--- src/pmc_pkg.sv ---
package pmc_pkg;
   // Register byte addresses
   localparam logic [31:0] PMC_ADDR_MODE = 32'h4000_5000;
   localparam logic [31:0] PMC_ADDR_KEY = 32'h4000_5004;
   localparam int PMC_DW = 16;
   localparam logic [15:0] PMC_RESET_VAL = 16'h0000;
   // Field positions in the mode register
   localparam int PMC_MODE_LSB = 0;
   localparam int PMC_DEEP_BIT = 3;
   // Unlock key values
   localparam logic [15:0] PMC_KEY_FIRST = 16'h4859;
   localparam logic [15:0] PMC_KEY_SECOND = 16'hF27B;
   // Interrupt sources and the set that wakes deep modes
   localparam int PMC_NIRQ = 74;
   localparam logic [PMC_NIRQ-1:0] PMC_WAKE_MASK = {{(PMC_NIRQ-10){1'b0}}, 10'h3FF};
   // Core system control values that request deep sleep
   localparam logic [2:0] PMC_SCR_DEEP_A = 3'h4;
   localparam logic [2:0] PMC_SCR_DEEP_B = 3'h6;

   // Mode field encodings
   typedef enum logic [1:0] {
      PMC_MODE_ACTIVE = 2'b00,
      PMC_MODE_CORE = 2'b01,
      PMC_MODE_SYS = 2'b10,
      PMC_MODE_HIB = 2'b11
   } pmc_mode_t;

   // Key protection progress
   typedef enum logic [1:0] {
      PMC_KEY_LOCKED = 2'b00,
      PMC_KEY_HALF = 2'b01,
      PMC_KEY_OPEN = 2'b10
   } pmc_key_t;
endpackage

--- src/pmc_if.sv ---
`timescale 1ns/1ns
`default_nettype none
// Link between the power mode controller and the core with its interrupt controller
interface pmc_if;
   import pmc_pkg::*;
   logic reg_wr; // Register write strobe, one cycle
   logic reg_rd; // Register read strobe, one cycle
   logic [31:0] reg_addr; // Register byte address
   logic [15:0] reg_wdata; // Write data
   logic [15:0] reg_rdata; // Read data, registered
   logic reg_rvalid; // Read data valid pulse
   logic core_sleep; // Core has executed its wait instruction
   logic core_sleepdeep; // Core control register asks for deep sleep
   logic in_handler; // Core is inside an interrupt handler
   logic [PMC_NIRQ-1:0] irq_pend; // Pending interrupt sources
   logic [PMC_NIRQ-1:0] irq_higher; // Sources above the running handler
   logic wake; // Wake pulse back to the core

   modport dev (input reg_wr, reg_rd, reg_addr, reg_wdata, core_sleep, core_sleepdeep,
      in_handler, irq_pend, irq_higher, output reg_rdata, reg_rvalid, wake);
   modport core (output reg_wr, reg_rd, reg_addr, reg_wdata, core_sleep, core_sleepdeep,
      in_handler, irq_pend, irq_higher, input reg_rdata, reg_rvalid, wake);
endinterface
`default_nettype wire

--- src/pmc_device.sv ---
`timescale 1ns/1ns
`default_nettype none
// Always-on power mode controller
module pmc_device
   import pmc_pkg::*;
(
   input wire logic mclk,
   input wire logic rst_n,
   input wire logic por_n,
   pmc_if.dev lnk,
   input wire logic dbg_hold_set,
   output logic core_clk_en,
   output logic hclk_en,
   output logic peripheral_clock_a_en,
   output logic peripheral_clock_b_en,
   output logic nested_vector_irq_ctrl_clk_en,
   output logic comb_power_en,
   output logic retain,
   output logic periph_cfg_lock,
   output logic [1:0] mode_in_effect,
   output logic dbg_hold
);

   // Sleep states, also the mode in effect
   typedef enum logic [1:0] {
      PMC_ST_ACTIVE = 2'b00,
      PMC_ST_CORE = 2'b01,
      PMC_ST_SYS = 2'b10,
      PMC_ST_HIB = 2'b11
   } pmc_state_t;

   // Picks the sleep depth from stored mode, deep bit and core request
   function automatic pmc_state_t pick_depth(input logic [1:0] m, input logic deep, input logic sdeep);
      pmc_state_t d;
      d = PMC_ST_CORE;
      if (deep && m == PMC_MODE_SYS) begin
         d = PMC_ST_SYS;
      end else if (deep && m == PMC_MODE_HIB) begin
         // Full hibernate also needs the core's own deep request
         d = sdeep ? PMC_ST_HIB : PMC_ST_SYS;
      end
      return d;
   endfunction

   logic [1:0] mode_sel; // Last accepted mode field
   logic deep_sleep_enable; // Stored deep-sleep bit
   logic [15:0] power_unlock_key; // Last value written to the key register
   pmc_key_t key_st; // Key protection progress
   pmc_state_t st; // Current sleep state
   logic [15:0] rdata; // Registered read data
   logic rvalid; // Read data valid
   logic wake; // Registered wake pulse
   logic [1:0] next_mode_sel;
   logic next_deep_sleep_enable;
   logic [15:0] next_power_unlock_key;
   pmc_key_t next_key_st;
   pmc_state_t next_st;
   logic [15:0] next_rdata;
   logic next_rvalid;
   logic next_wake;
   logic next_dbg_hold;
   logic [PMC_NIRQ-1:0] eligible; // Sources allowed to wake at all
   logic wake_core; // Wake condition for core sleep
   logic wake_deep; // Wake condition for system sleep and hibernate

   // Register file and key protection
   always_comb begin
      next_mode_sel = mode_sel;
      next_deep_sleep_enable = deep_sleep_enable;
      next_power_unlock_key = power_unlock_key;
      next_key_st = key_st;
      next_rdata = rdata;
      next_rvalid = 1'b0;
      if (lnk.reg_wr) begin
         if (lnk.reg_addr == PMC_ADDR_KEY) begin
            next_power_unlock_key = lnk.reg_wdata;
            if (lnk.reg_wdata == PMC_KEY_FIRST) begin
               next_key_st = PMC_KEY_HALF;
            end else if (lnk.reg_wdata == PMC_KEY_SECOND && key_st == PMC_KEY_HALF) begin
               next_key_st = PMC_KEY_OPEN;
            end else begin
               // A wrong key value breaks the sequence
               next_key_st = PMC_KEY_LOCKED;
            end
         end else if (lnk.reg_addr == PMC_ADDR_MODE) begin
            // Locked writes are dropped; each change uses up the unlock
            if (key_st == PMC_KEY_OPEN) begin
               next_mode_sel = lnk.reg_wdata[PMC_MODE_LSB +: 2];
               next_deep_sleep_enable = lnk.reg_wdata[PMC_DEEP_BIT];
            end
            next_key_st = PMC_KEY_LOCKED;
         end else begin
            // Any other register write relocks
            next_key_st = PMC_KEY_LOCKED;
         end
      end
      if (lnk.reg_rd) begin
         next_rvalid = 1'b1;
         if (lnk.reg_addr == PMC_ADDR_MODE) begin
            // Shows the stored field, not the state in effect
            next_rdata = {12'h000, deep_sleep_enable, 1'b0, mode_sel};
         end else if (lnk.reg_addr == PMC_ADDR_KEY) begin
            next_rdata = power_unlock_key;
         end else begin
            next_rdata = 16'h0000;
         end
      end
   end

   always_ff @(posedge mclk) begin
      if (!rst_n) begin
         mode_sel <= PMC_RESET_VAL[1:0];
         deep_sleep_enable <= 1'b0;
         power_unlock_key <= PMC_RESET_VAL;
         key_st <= PMC_KEY_LOCKED;
         rdata <= 16'h0000;
         rvalid <= 1'b0;
      end else begin
         mode_sel <= next_mode_sel;
         deep_sleep_enable <= next_deep_sleep_enable;
         power_unlock_key <= next_power_unlock_key;
         key_st <= next_key_st;
         rdata <= next_rdata;
         rvalid <= next_rvalid;
      end
   end

   // Wake qualification; inside a handler only higher priority sources count
   always_comb begin
      eligible = lnk.in_handler ? (lnk.irq_pend & lnk.irq_higher) : lnk.irq_pend;
      wake_core = |eligible;
      wake_deep = |(eligible & PMC_WAKE_MASK);
   end

   // Sleep state machine
   always_comb begin
      next_st = st;
      next_wake = 1'b0;
      case (st)
         PMC_ST_ACTIVE: begin
            // Depth is fixed at the moment the core goes to sleep
            // The core still shows sleep while the wake pulse is out, so no re-entry then
            if (lnk.core_sleep && !wake) begin
               next_st = pick_depth(mode_sel, deep_sleep_enable, lnk.core_sleepdeep);
            end
         end
         PMC_ST_CORE: begin
            if (wake_core) begin
               next_st = PMC_ST_ACTIVE;
               next_wake = 1'b1;
            end
         end
         PMC_ST_SYS, PMC_ST_HIB: begin
            if (wake_deep) begin
               next_st = PMC_ST_ACTIVE;
               next_wake = 1'b1;
            end
         end
         default: begin
            next_st = PMC_ST_ACTIVE;
         end
      endcase
   end

   always_ff @(posedge mclk) begin
      if (!rst_n) begin
         st <= PMC_ST_ACTIVE;
         wake <= 1'b0;
      end else begin
         st <= next_st;
         wake <= next_wake;
      end
   end

   // Debug hold survives every reset except power-on
   always_comb begin
      next_dbg_hold = dbg_hold | dbg_hold_set;
   end

   always_ff @(posedge mclk) begin
      if (!por_n) begin
         dbg_hold <= 1'b0;
      end else begin
         dbg_hold <= next_dbg_hold;
      end
   end

   // Gate outputs registered from the next state; debug hold keeps all clocks up
   logic next_core_clk_en;
   logic next_hclk_en;
   logic next_nested_vector_irq_ctrl_clk_en;
   logic next_comb_power_en;
   logic next_retain;
   logic next_periph_cfg_lock;
   always_comb begin
      // Core clock stops only once sleep is entered
      next_core_clk_en = (next_st == PMC_ST_ACTIVE) || next_dbg_hold;
      // Bus stays up in core sleep so DMA keeps moving
      next_hclk_en = (next_st == PMC_ST_ACTIVE) || (next_st == PMC_ST_CORE) || next_dbg_hold;
      next_nested_vector_irq_ctrl_clk_en = (next_st != PMC_ST_HIB) || next_dbg_hold;
      next_comb_power_en = (next_st != PMC_ST_HIB) || next_dbg_hold;
      next_retain = (next_st == PMC_ST_HIB) && !next_dbg_hold;
      next_periph_cfg_lock = (next_st == PMC_ST_SYS) || (next_st == PMC_ST_HIB);
   end

   always_ff @(posedge mclk) begin
      if (!rst_n) begin
         core_clk_en <= 1'b1;
         hclk_en <= 1'b1;
         nested_vector_irq_ctrl_clk_en <= 1'b1;
         comb_power_en <= 1'b1;
         retain <= 1'b0;
         periph_cfg_lock <= 1'b0;
      end else begin
         core_clk_en <= next_core_clk_en;
         hclk_en <= next_hclk_en;
         nested_vector_irq_ctrl_clk_en <= next_nested_vector_irq_ctrl_clk_en;
         comb_power_en <= next_comb_power_en;
         retain <= next_retain;
         periph_cfg_lock <= next_periph_cfg_lock;
      end
   end

   // Peripheral bus clocks follow the system bus clock
   assign peripheral_clock_a_en = hclk_en;
   assign peripheral_clock_b_en = hclk_en;
   assign mode_in_effect = st;
   assign lnk.reg_rdata = rdata;
   assign lnk.reg_rvalid = rvalid;
   assign lnk.wake = wake;

endmodule
`default_nettype wire

--- src/flat_wrapper.sv ---
// flat-port wrapper written by rule: the top's interface ports become plain ports
module pmc_device_flat import pmc_pkg::*;
  (mclk, rst_n, por_n, dbg_hold_set, core_clk_en, hclk_en, peripheral_clock_a_en, peripheral_clock_b_en, nested_vector_irq_ctrl_clk_en, comb_power_en, retain, periph_cfg_lock, mode_in_effect, dbg_hold, lnk_reg_wr, lnk_reg_rd, lnk_reg_addr, lnk_reg_wdata, lnk_core_sleep, lnk_core_sleepdeep, lnk_in_handler, lnk_irq_pend, lnk_irq_higher, lnk_reg_rdata, lnk_reg_rvalid, lnk_wake);
  pmc_if lnk_i ();
  input wire logic mclk;
  input wire logic rst_n;
  input wire logic por_n;
  input wire logic dbg_hold_set;
  output logic core_clk_en;
  output logic hclk_en;
  output logic peripheral_clock_a_en;
  output logic peripheral_clock_b_en;
  output logic nested_vector_irq_ctrl_clk_en;
  output logic comb_power_en;
  output logic retain;
  output logic periph_cfg_lock;
  output logic [1:0] mode_in_effect;
  output logic dbg_hold;
  input wire logic [$bits(lnk_i.reg_wr)-1:0] lnk_reg_wr;
  input wire logic [$bits(lnk_i.reg_rd)-1:0] lnk_reg_rd;
  input wire logic [$bits(lnk_i.reg_addr)-1:0] lnk_reg_addr;
  input wire logic [$bits(lnk_i.reg_wdata)-1:0] lnk_reg_wdata;
  input wire logic [$bits(lnk_i.core_sleep)-1:0] lnk_core_sleep;
  input wire logic [$bits(lnk_i.core_sleepdeep)-1:0] lnk_core_sleepdeep;
  input wire logic [$bits(lnk_i.in_handler)-1:0] lnk_in_handler;
  input wire logic [$bits(lnk_i.irq_pend)-1:0] lnk_irq_pend;
  input wire logic [$bits(lnk_i.irq_higher)-1:0] lnk_irq_higher;
  output wire logic [$bits(lnk_i.reg_rdata)-1:0] lnk_reg_rdata;
  output wire logic [$bits(lnk_i.reg_rvalid)-1:0] lnk_reg_rvalid;
  output wire logic [$bits(lnk_i.wake)-1:0] lnk_wake;
  assign lnk_i.reg_wr = lnk_reg_wr;
  assign lnk_i.reg_rd = lnk_reg_rd;
  assign lnk_i.reg_addr = lnk_reg_addr;
  assign lnk_i.reg_wdata = lnk_reg_wdata;
  assign lnk_i.core_sleep = lnk_core_sleep;
  assign lnk_i.core_sleepdeep = lnk_core_sleepdeep;
  assign lnk_i.in_handler = lnk_in_handler;
  assign lnk_i.irq_pend = lnk_irq_pend;
  assign lnk_i.irq_higher = lnk_irq_higher;
  assign lnk_reg_rdata = lnk_i.reg_rdata;
  assign lnk_reg_rvalid = lnk_i.reg_rvalid;
  assign lnk_wake = lnk_i.wake;
  pmc_device u_core (.mclk(mclk), .rst_n(rst_n), .por_n(por_n), .lnk(lnk_i), .dbg_hold_set(dbg_hold_set), .core_clk_en(core_clk_en), .hclk_en(hclk_en), .peripheral_clock_a_en(peripheral_clock_a_en), .peripheral_clock_b_en(peripheral_clock_b_en), .nested_vector_irq_ctrl_clk_en(nested_vector_irq_ctrl_clk_en), .comb_power_en(comb_power_en), .retain(retain), .periph_cfg_lock(periph_cfg_lock), .mode_in_effect(mode_in_effect), .dbg_hold(dbg_hold));
endmodule
--- config.mk ---
export PLATFORM = sky130hd
export DESIGN_NAME = pmc_device_flat
export DESIGN_NICKNAME = d
export VERILOG_FILES = /design/src/pmc_pkg.sv /design/src/pmc_if.sv /design/src/pmc_device.sv /design/src/flat_wrapper.sv
export SDC_FILE = /design/constraint.sdc
export NUM_CORES = 1
export LEC_CHECK = 0
export CAP_MARGIN = 20
export CORE_AREA = 4 4 88 90
export CTS_CLUSTER_DIAMETER = 40
export DETAILED_ROUTE_END_ITERATION = 7
export DIE_AREA = 0 0 92 94
export DONT_BUFFER_PORTS = 1
export SYNTH_ARGS = -nofsm -noshare
export SYNTH_HDL_FRONTEND = slang
export SYNTH_SLANG_ARGS = --single-unit
export TNS_END_PERCENT = 1
--- constraint.sdc ---
create_clock -name mclk -period 4.3 [get_ports mclk]
set_clock_uncertainty 0.1 [all_clocks]
set_input_delay 0.215 -clock mclk [delete_from_list [all_inputs] [get_ports mclk]]
set_output_delay 0.215 -clock mclk [all_outputs]
set_load 0.02 [all_outputs]
==> metrics.md, run 1 <==
| Metric | Value |
|---|---|
| # DRC | 0 |
| Leak pwr | between 0.8 and 0.9 nW |
| Ports | about 230 |
| Cell Area, Synth | 2591 um2 |
| Design Area, Final | about 2900 um2 |
| Worst EP required | between 4 and 5 ns |
| Area share of the largest cell type after synthesis | 0.3631 |
| Max-slew headroom | 0.3555 |
| Family with the most delay on the worst path | simple AND/OR/NAND/NOR gates |
| Post-synth cell types | 45 |
| Final worst path period share | 0.4644 |
| Final #Nets | around 500 |
| Synth Net Count | just under 500 |
| Crit end category | flip-flop |
| Slowest CP cell | and3_1 |
| Die height | roughly 94 um |
| Maximum clock rate | around 500 MHz |
| HP Class | in -> reg |
| Average size of a mapped cell | about 9.1 um2 |
| Synth Register Bits | 47 |
| Antenna violations before repair | 1 |
| Critical Path Start Type | input port |
| Combinational share of power | 0.094 |
| Area delta synth->final | 13.47% |
| Post-synthesis sequential area ratio | 0.3631 |
| Worst R2R End | u_core.retain |
| Synth warn | 0 |
| Max cap viols | 0 |
| Setup_tns | 0 ns |
| Worst Setup Path Type | in -> reg |
| Port bufs | 0 |
| CP bufs+invs | 0 |
| Row count | 31 |
| Cts bufs inserted | 5 |
| CTS sink count | between 40 and 50 |
| CP cell instances | nor4_1 > nand4_1 > nor2_2 > and3_1 > mux2i_1 > nor2b_1 |
| First-pass GRT wire length | between 15 and 20 mm |
| Largest area contributor in the netlist | dfxtp_1 |
| Routed wire length | 11.08 mm |
| Pwr Total | 0.7964 mW |
| Clock transition at path regs | about 0.090 ns |
| Switching Fraction | 0.2466 |
| Initial Utilization | 0.3671 |
| GRT Total Usage | 0.2444 |
| Largest net degree at the start of global routing | between 40 and 50 |
| Max Root-Sink Buffers | 2 |
| # setup viols final | 0 |
| Register-to-Register Setup Slack | 2.43 ns |
| Core area | 7059 um2 |
| Post-synth EDFFs | 0 |
| Cell internal pwr | roughly 0.60 mW |
| CP endpoint | u_core.power_unlock_key[10] |
| R2r worst-path depth | 3 |
| Layout cells sized above 1 | 0.06667 |
| Final hold slack | around 0.021 ns |
| DIE AREA | slightly below 9000 um2 |
| Critical Path Stages | 6 |
| Status | complete, no violations |
| Flop pwr share | 0.557 |
| Post-DP Area | between 2000 and 3000 um2 |
| Htree depth | 2 |
| Core Util, Final | 0.4165 |
| Vias in the first global route | 2,562 |
| Die width | ~92 um |
| Final hold vios | 0 |
| Clock power share | 0.349 |
| CTS Root Cell | clkbuf_8 |
| CTS tree | done |
| WP data arrival | around 2.1 ns |
| Crit path max fanout | 17 |
| Post-DR wirelength/cell | roughly 28 um |
| Pwr dens | about 270 nW/um2 |
| Placer's final routability congestion estimate | approximately 1 |
| Clk_lat worst skew | roughly 0.30 ns |
| Detail Route Antenna Nets | 0 |
| DR iter-0 viols | approximately 110 |
| Dpl hpwl | 9.394 mm |
| Largest stage delay, worst path | about 0.83 ns |
| Final worst path period need | approximately 2.0 ns |
| Worst ir drop on vdd | slightly below 0.2 mV |
| RSZ-0062 raised after global routing | no |
| Most frequent cells in the layout | nor2b_1 (47), dfxtp_1 (47), a22oi_1 (32), nor4_1 (23), mux2i_1 (22) |
| DR pass1 iterations | 4 |
| Top cells by area, synth | dfxtp_1 (36%), nor2b_1 (11%), a22oi_1 (9.3%) |
| Crit. Startpoint | lnk_reg_addr[17] |
| Top_reg_cell synth | dfxtp_1 |
| DR vias/cell | between 6 and 7 |
| Total congestion overflow | 0 |
| Via count | roughly 2,500 |
| RR Startpoint | u_core.mode_in_effect[0] |
| Synth Instances | around 280 |
| NetSw | ~0.20 mW |
| Worst slew pin tran | between 0.9 and 1 ns |
| Slew Limit Fails | 0 |
| FFs w/ async S/R, synth | 0 |
-- final cells by class --
type / instances / area (um2)
Fill cell: 687 / 4119
Multi-Input combinational cell: 220 / 1546
Sequential cell: 47 / 940.9
Timing Repair Buffer: 21 / 220.2
Tap cell: 99 / 123.9
Clock buffer: 5 / 68.82
Clock inverter: 3 / 22.52
Inverter: 4 / 15.01
Antenna cell: 1 / 2.502
-- power groups by stage --
| stage | Combinational [mW] | Clock, mW | Sequential [mW] |
|---|---|---|---|
| after floorplan | 0.0483 | 0 | 0.453 |
| after detailed placement | 0.0498 | 0 | 0.454 |
| after global placement | 0.0494 | 0 | 0.454 |
| after global routing | 0.0807 | 0.305 | 0.444 |
| final | 0.0751 | 0.278 | 0.444 |
| after CTS | 0.0744 | 0.290 | 0.444 |
-- how the worst min path moves through the flow --
stage	start	to	slack (ns)	cells past startpoint
2_1_floorplan	por_n	u_core.dbg_hold	0.24	1
3_3_place_gp	rst_n	u_core.mode_in_effect[1]	0.24	1
3_5_place_dp	rst_n	u_core.periph_cfg_lock	0.24	1
4_1_cts	lnk_reg_wdata[7]	u_core.power_unlock_key[7]	0.0003	2
5_1_grt	lnk_reg_wdata[7]	u_core.power_unlock_key[7]	0.02	2
6_report	lnk_reg_wdata[7]	u_core.power_unlock_key[7]	0.02	2
-- synth_stat cells, drive strengths merged, types with 2 or more instances --
master	count
and2	8
and3	2
nor3	5
o22ai	4
buf	6
nand4	12
mux2i	22
inv	4
nor4b	4
nand3b	4
a22oi	32
nor2b	47
a22o	3
nand3	5
nor2	3
a21oi	14
clkbuf	7
dfxtp	47
a221oi	2
nor4	25
nand2	12
o21ai	5
-- layer usage --
layer / up-vias / GRT usage / routed length (um)
met2: 180 / 0.3765 / 4792
met5: - / 0 / 0
met4: 0 / 0.09035 / 325
li1: 1118 / - / -
met3: 22 / 0.1026 / 1280
met1: 1189 / 0.3045 / 4679
-- through the flow --
stage / setup slack (ns) / std cells
2_1_floorplan: 2.567 / 284
3_3_place_gp: 1.990 / 370
3_5_place_dp: 1.942 / 370
4_1_cts: 2.284 / 399
5_1_grt: 2.118 / 399
6_report: 2.303 / 400
-- cell families after synthesis --
kind of cell    share of synthesized area
flops                              0.3631
compound gates                     0.1864
buf+inv                           0.04007
simple gates                       0.3254
mux                               0.08498
-- state kept, by name, summed over array words and instances, names as in the netlist --
signal,count
u_core.core_clk_en,1
u_core.dbg_hold,1
u_core.deep_sleep_enable,1
u_core.hclk_en,1
u_core.key_st,2
u_core.lnk.reg_rdata,16
u_core.lnk.reg_rvalid,1
u_core.lnk.wake,1
u_core.mode_in_effect,2
u_core.mode_sel,2
u_core.nested_vector_irq_ctrl_clk_en,1
u_core.periph_cfg_lock,1
u_core.power_unlock_key,16
u_core.retain,1
-- timing repair --
item,in CTS,in global routing
hold endpoints to repair,44,0
setup buffers,0,0
gates resized for setup,0,0
hold buffers,21,0
(Power assumes the default switching activity.)
==> run 2, diff against run 1 <==
CORE_AREA = 4 4 89 91   (was 4 4 88 90)
DIE_AREA = 0 0 93 95   (was 0 0 92 94)
clock period = 1.85 ns   (was 4.3 ns; I/O delays follow)
==> metrics.md, run 2 (same netlist as run 1, synthesis figures left out) <==
| Metric | Value |
|---|---|
| Cts bufs inserted | 5 |
| Failing checks | hold timing |
| HP Class | in -> reg |
| Detail Route Antenna Nets | 0 |
| First-pass GRT wire length | 15.62 mm |
| Post-DR wirelength/cell | between 20 and 30 um |
| Worst slew pin tran | ~0.62 ns |
| RSZ-0062 raised after global routing | no |
| Total congestion overflow | 0 |
| Final worst path period share | 0.9013 |
| Die height | between 90 and 100 um |
| Htree depth | 2 |
| Port bufs | 0 |
| Fillcell total | 728 |
| Critical Path Start Type | flip-flop |
| Final cell count without fillers | 414 |
| DIE AREA | 8835 um2 |
| Final #Nets | just over 500 |
| Area of the multi-input gates | between 1500 and 2000 um2 |
| Final worst path period need | 1.667 ns |
| Vias in the first global route | ~2,700 |
| Worst ir drop on vdd | 0.3858 mV |
| Placer's final routability congestion estimate | 0.9666 |
| DR iter-0 viols | 150 |
| Die width | just over 90 um |
| Crit end category | flip-flop |
| Sequential cell area | between 900 and 1000 um2 |
| Ports | around 230 |
| Clock transition at path regs | ~0.080 ns |
| Largest net degree at the start of global routing | 48 |
| Worst Setup Path Type | reg -> reg |
| Post-DP Area | 2664 um2 |
| Core area | 7137 um2 |
| Via count | roughly 2,600 |
| Area delta synth->final | 17.58% |
| # DRC | 0 |
| GRT Total Usage | 0.2424 |
| Max cap viols | 0 |
| Worst EP required | approximately 2.0 ns |
| Most frequent cells in the layout | nor2b_1 (47), dfxtp_1 (47), a22oi_1 (32), dlygate4sd3_1 (27), nor4_1 (23) |
| Layout cells sized above 1 | 0.07717 |
| Setup WS post-layout | approximately 0.18 ns |
| Dpl hpwl | 9.451 mm |
| Routed wire length | 11.37 mm |
| Leak pwr | 0.9214 nW |
| DR pass1 iterations | 5 |
| DR vias/cell | 6.249 |
| Maximum clock rate | 599.7 MHz |
| CTS tree | done |
| Postcts setup bufs | 0 |
| Max-slew headroom | 0.5854 |
| Max Root-Sink Buffers | 2 |
| Pre-CTS WS | 0.08985 ns |
| Setup_tns | 0 ns |
| Antenna violations before repair | 5 |
| CTS sink count | 47 |
| Final hold slack | -0.0002740 ns |
| Design Area, Final | between 3000 and 4000 um2 |
| Status | finished with violations |
| WP data arrival | 1.82 ns |
| Row count | 31 |
| Initial Utilization | 0.3631 |
| Clk_lat worst skew | about 0.3 ns |
| Dpl cells | approximately 380 |
| Crit path max fanout | 4 |
| Slew Limit Fails | 0 |
| Pwr dens | between 600 and 700 nW/um2 |
| Final hold vios | 1 |
| CTS Root Cell | clkbuf_8 |
| # setup viols final | 0 |
run 2: cell types whose count changed in the layout (fill, tap and decap cells not counted):
| cell | change |
|---|---|
| dlygate4sd3_1 | +7 |
| buf_4 | +5 |
| diode_2 | +3 |
| inv_6 | -2 |
| clkinv_4 | +1 |
run 2: cell type report:
type	instances	share of cell area
clock buffers	5	0.02259
diodes	4	0.003285
repair buffers	33	0.1076
inverters	4	0.004928
clock inverters	2	0.004517
well taps	99	0.04066
flip-flops and latches	47	0.3088
multi-input cells	220	0.5076
run 2: stage by stage:
stage               utilization  power (mW)
finish                   0.4269       1.835
global route             0.4269       1.907
CTS                      0.4255       1.853
detailed placement       0.3732       1.175
global placement         0.3732       1.174
floorplan                     -       1.166
run 2: worst paths after layout:
| check | start | end | slack (ns) | cells past startpoint |
|---|---|---|---|---|
| max | u_core.mode_in_effect[0] | u_core.retain | 0.18 | 3 |
| min | lnk_reg_addr[2] | u_core.lnk.reg_rdata[0] | -0.0003 | 3 |
| max reg2reg | u_core.mode_in_effect[0] | u_core.retain | 0.18 | 3 |
| min reg2reg | u_core.key_st[1] | u_core.key_st[1] | 0.40 | 2 |
run 2: repair_timing:
| item | 4_1_cts | 5_1_grt |
|---|---|---|
| resized for setup | 0 | 0 |
| hold buffers | 28 | 0 |
| endpoints found under the hold margin | 47 | 0 |
run 2: layer usage:
layer	vias up	global-route usage	routed length, um
li1	1149	-	-
met1	1204	0.2620	4143
met2	201	0.3887	5166
met3	29	0.1562	1783
met4	4	0.06960	229
met5	-	0.03571	47
run 2: worst max-delay path, stage by stage, from the launching register on:
cell and delay, ns:
dfxtp_1 0.32, or4b_2 0.73, o31ai_1 0.31, and2_1 0.16
run 2: power by group:
group	leakage (nW)	switching [mW]	internal, mW	total [mW]
clock	0.0440	0.346	0.259	0.605
sequential	0.380	0.00787	1.02	1.03
combinational	0.498	0.0902	0.114	0.204
total	0.921	0.444	1.39	1.83
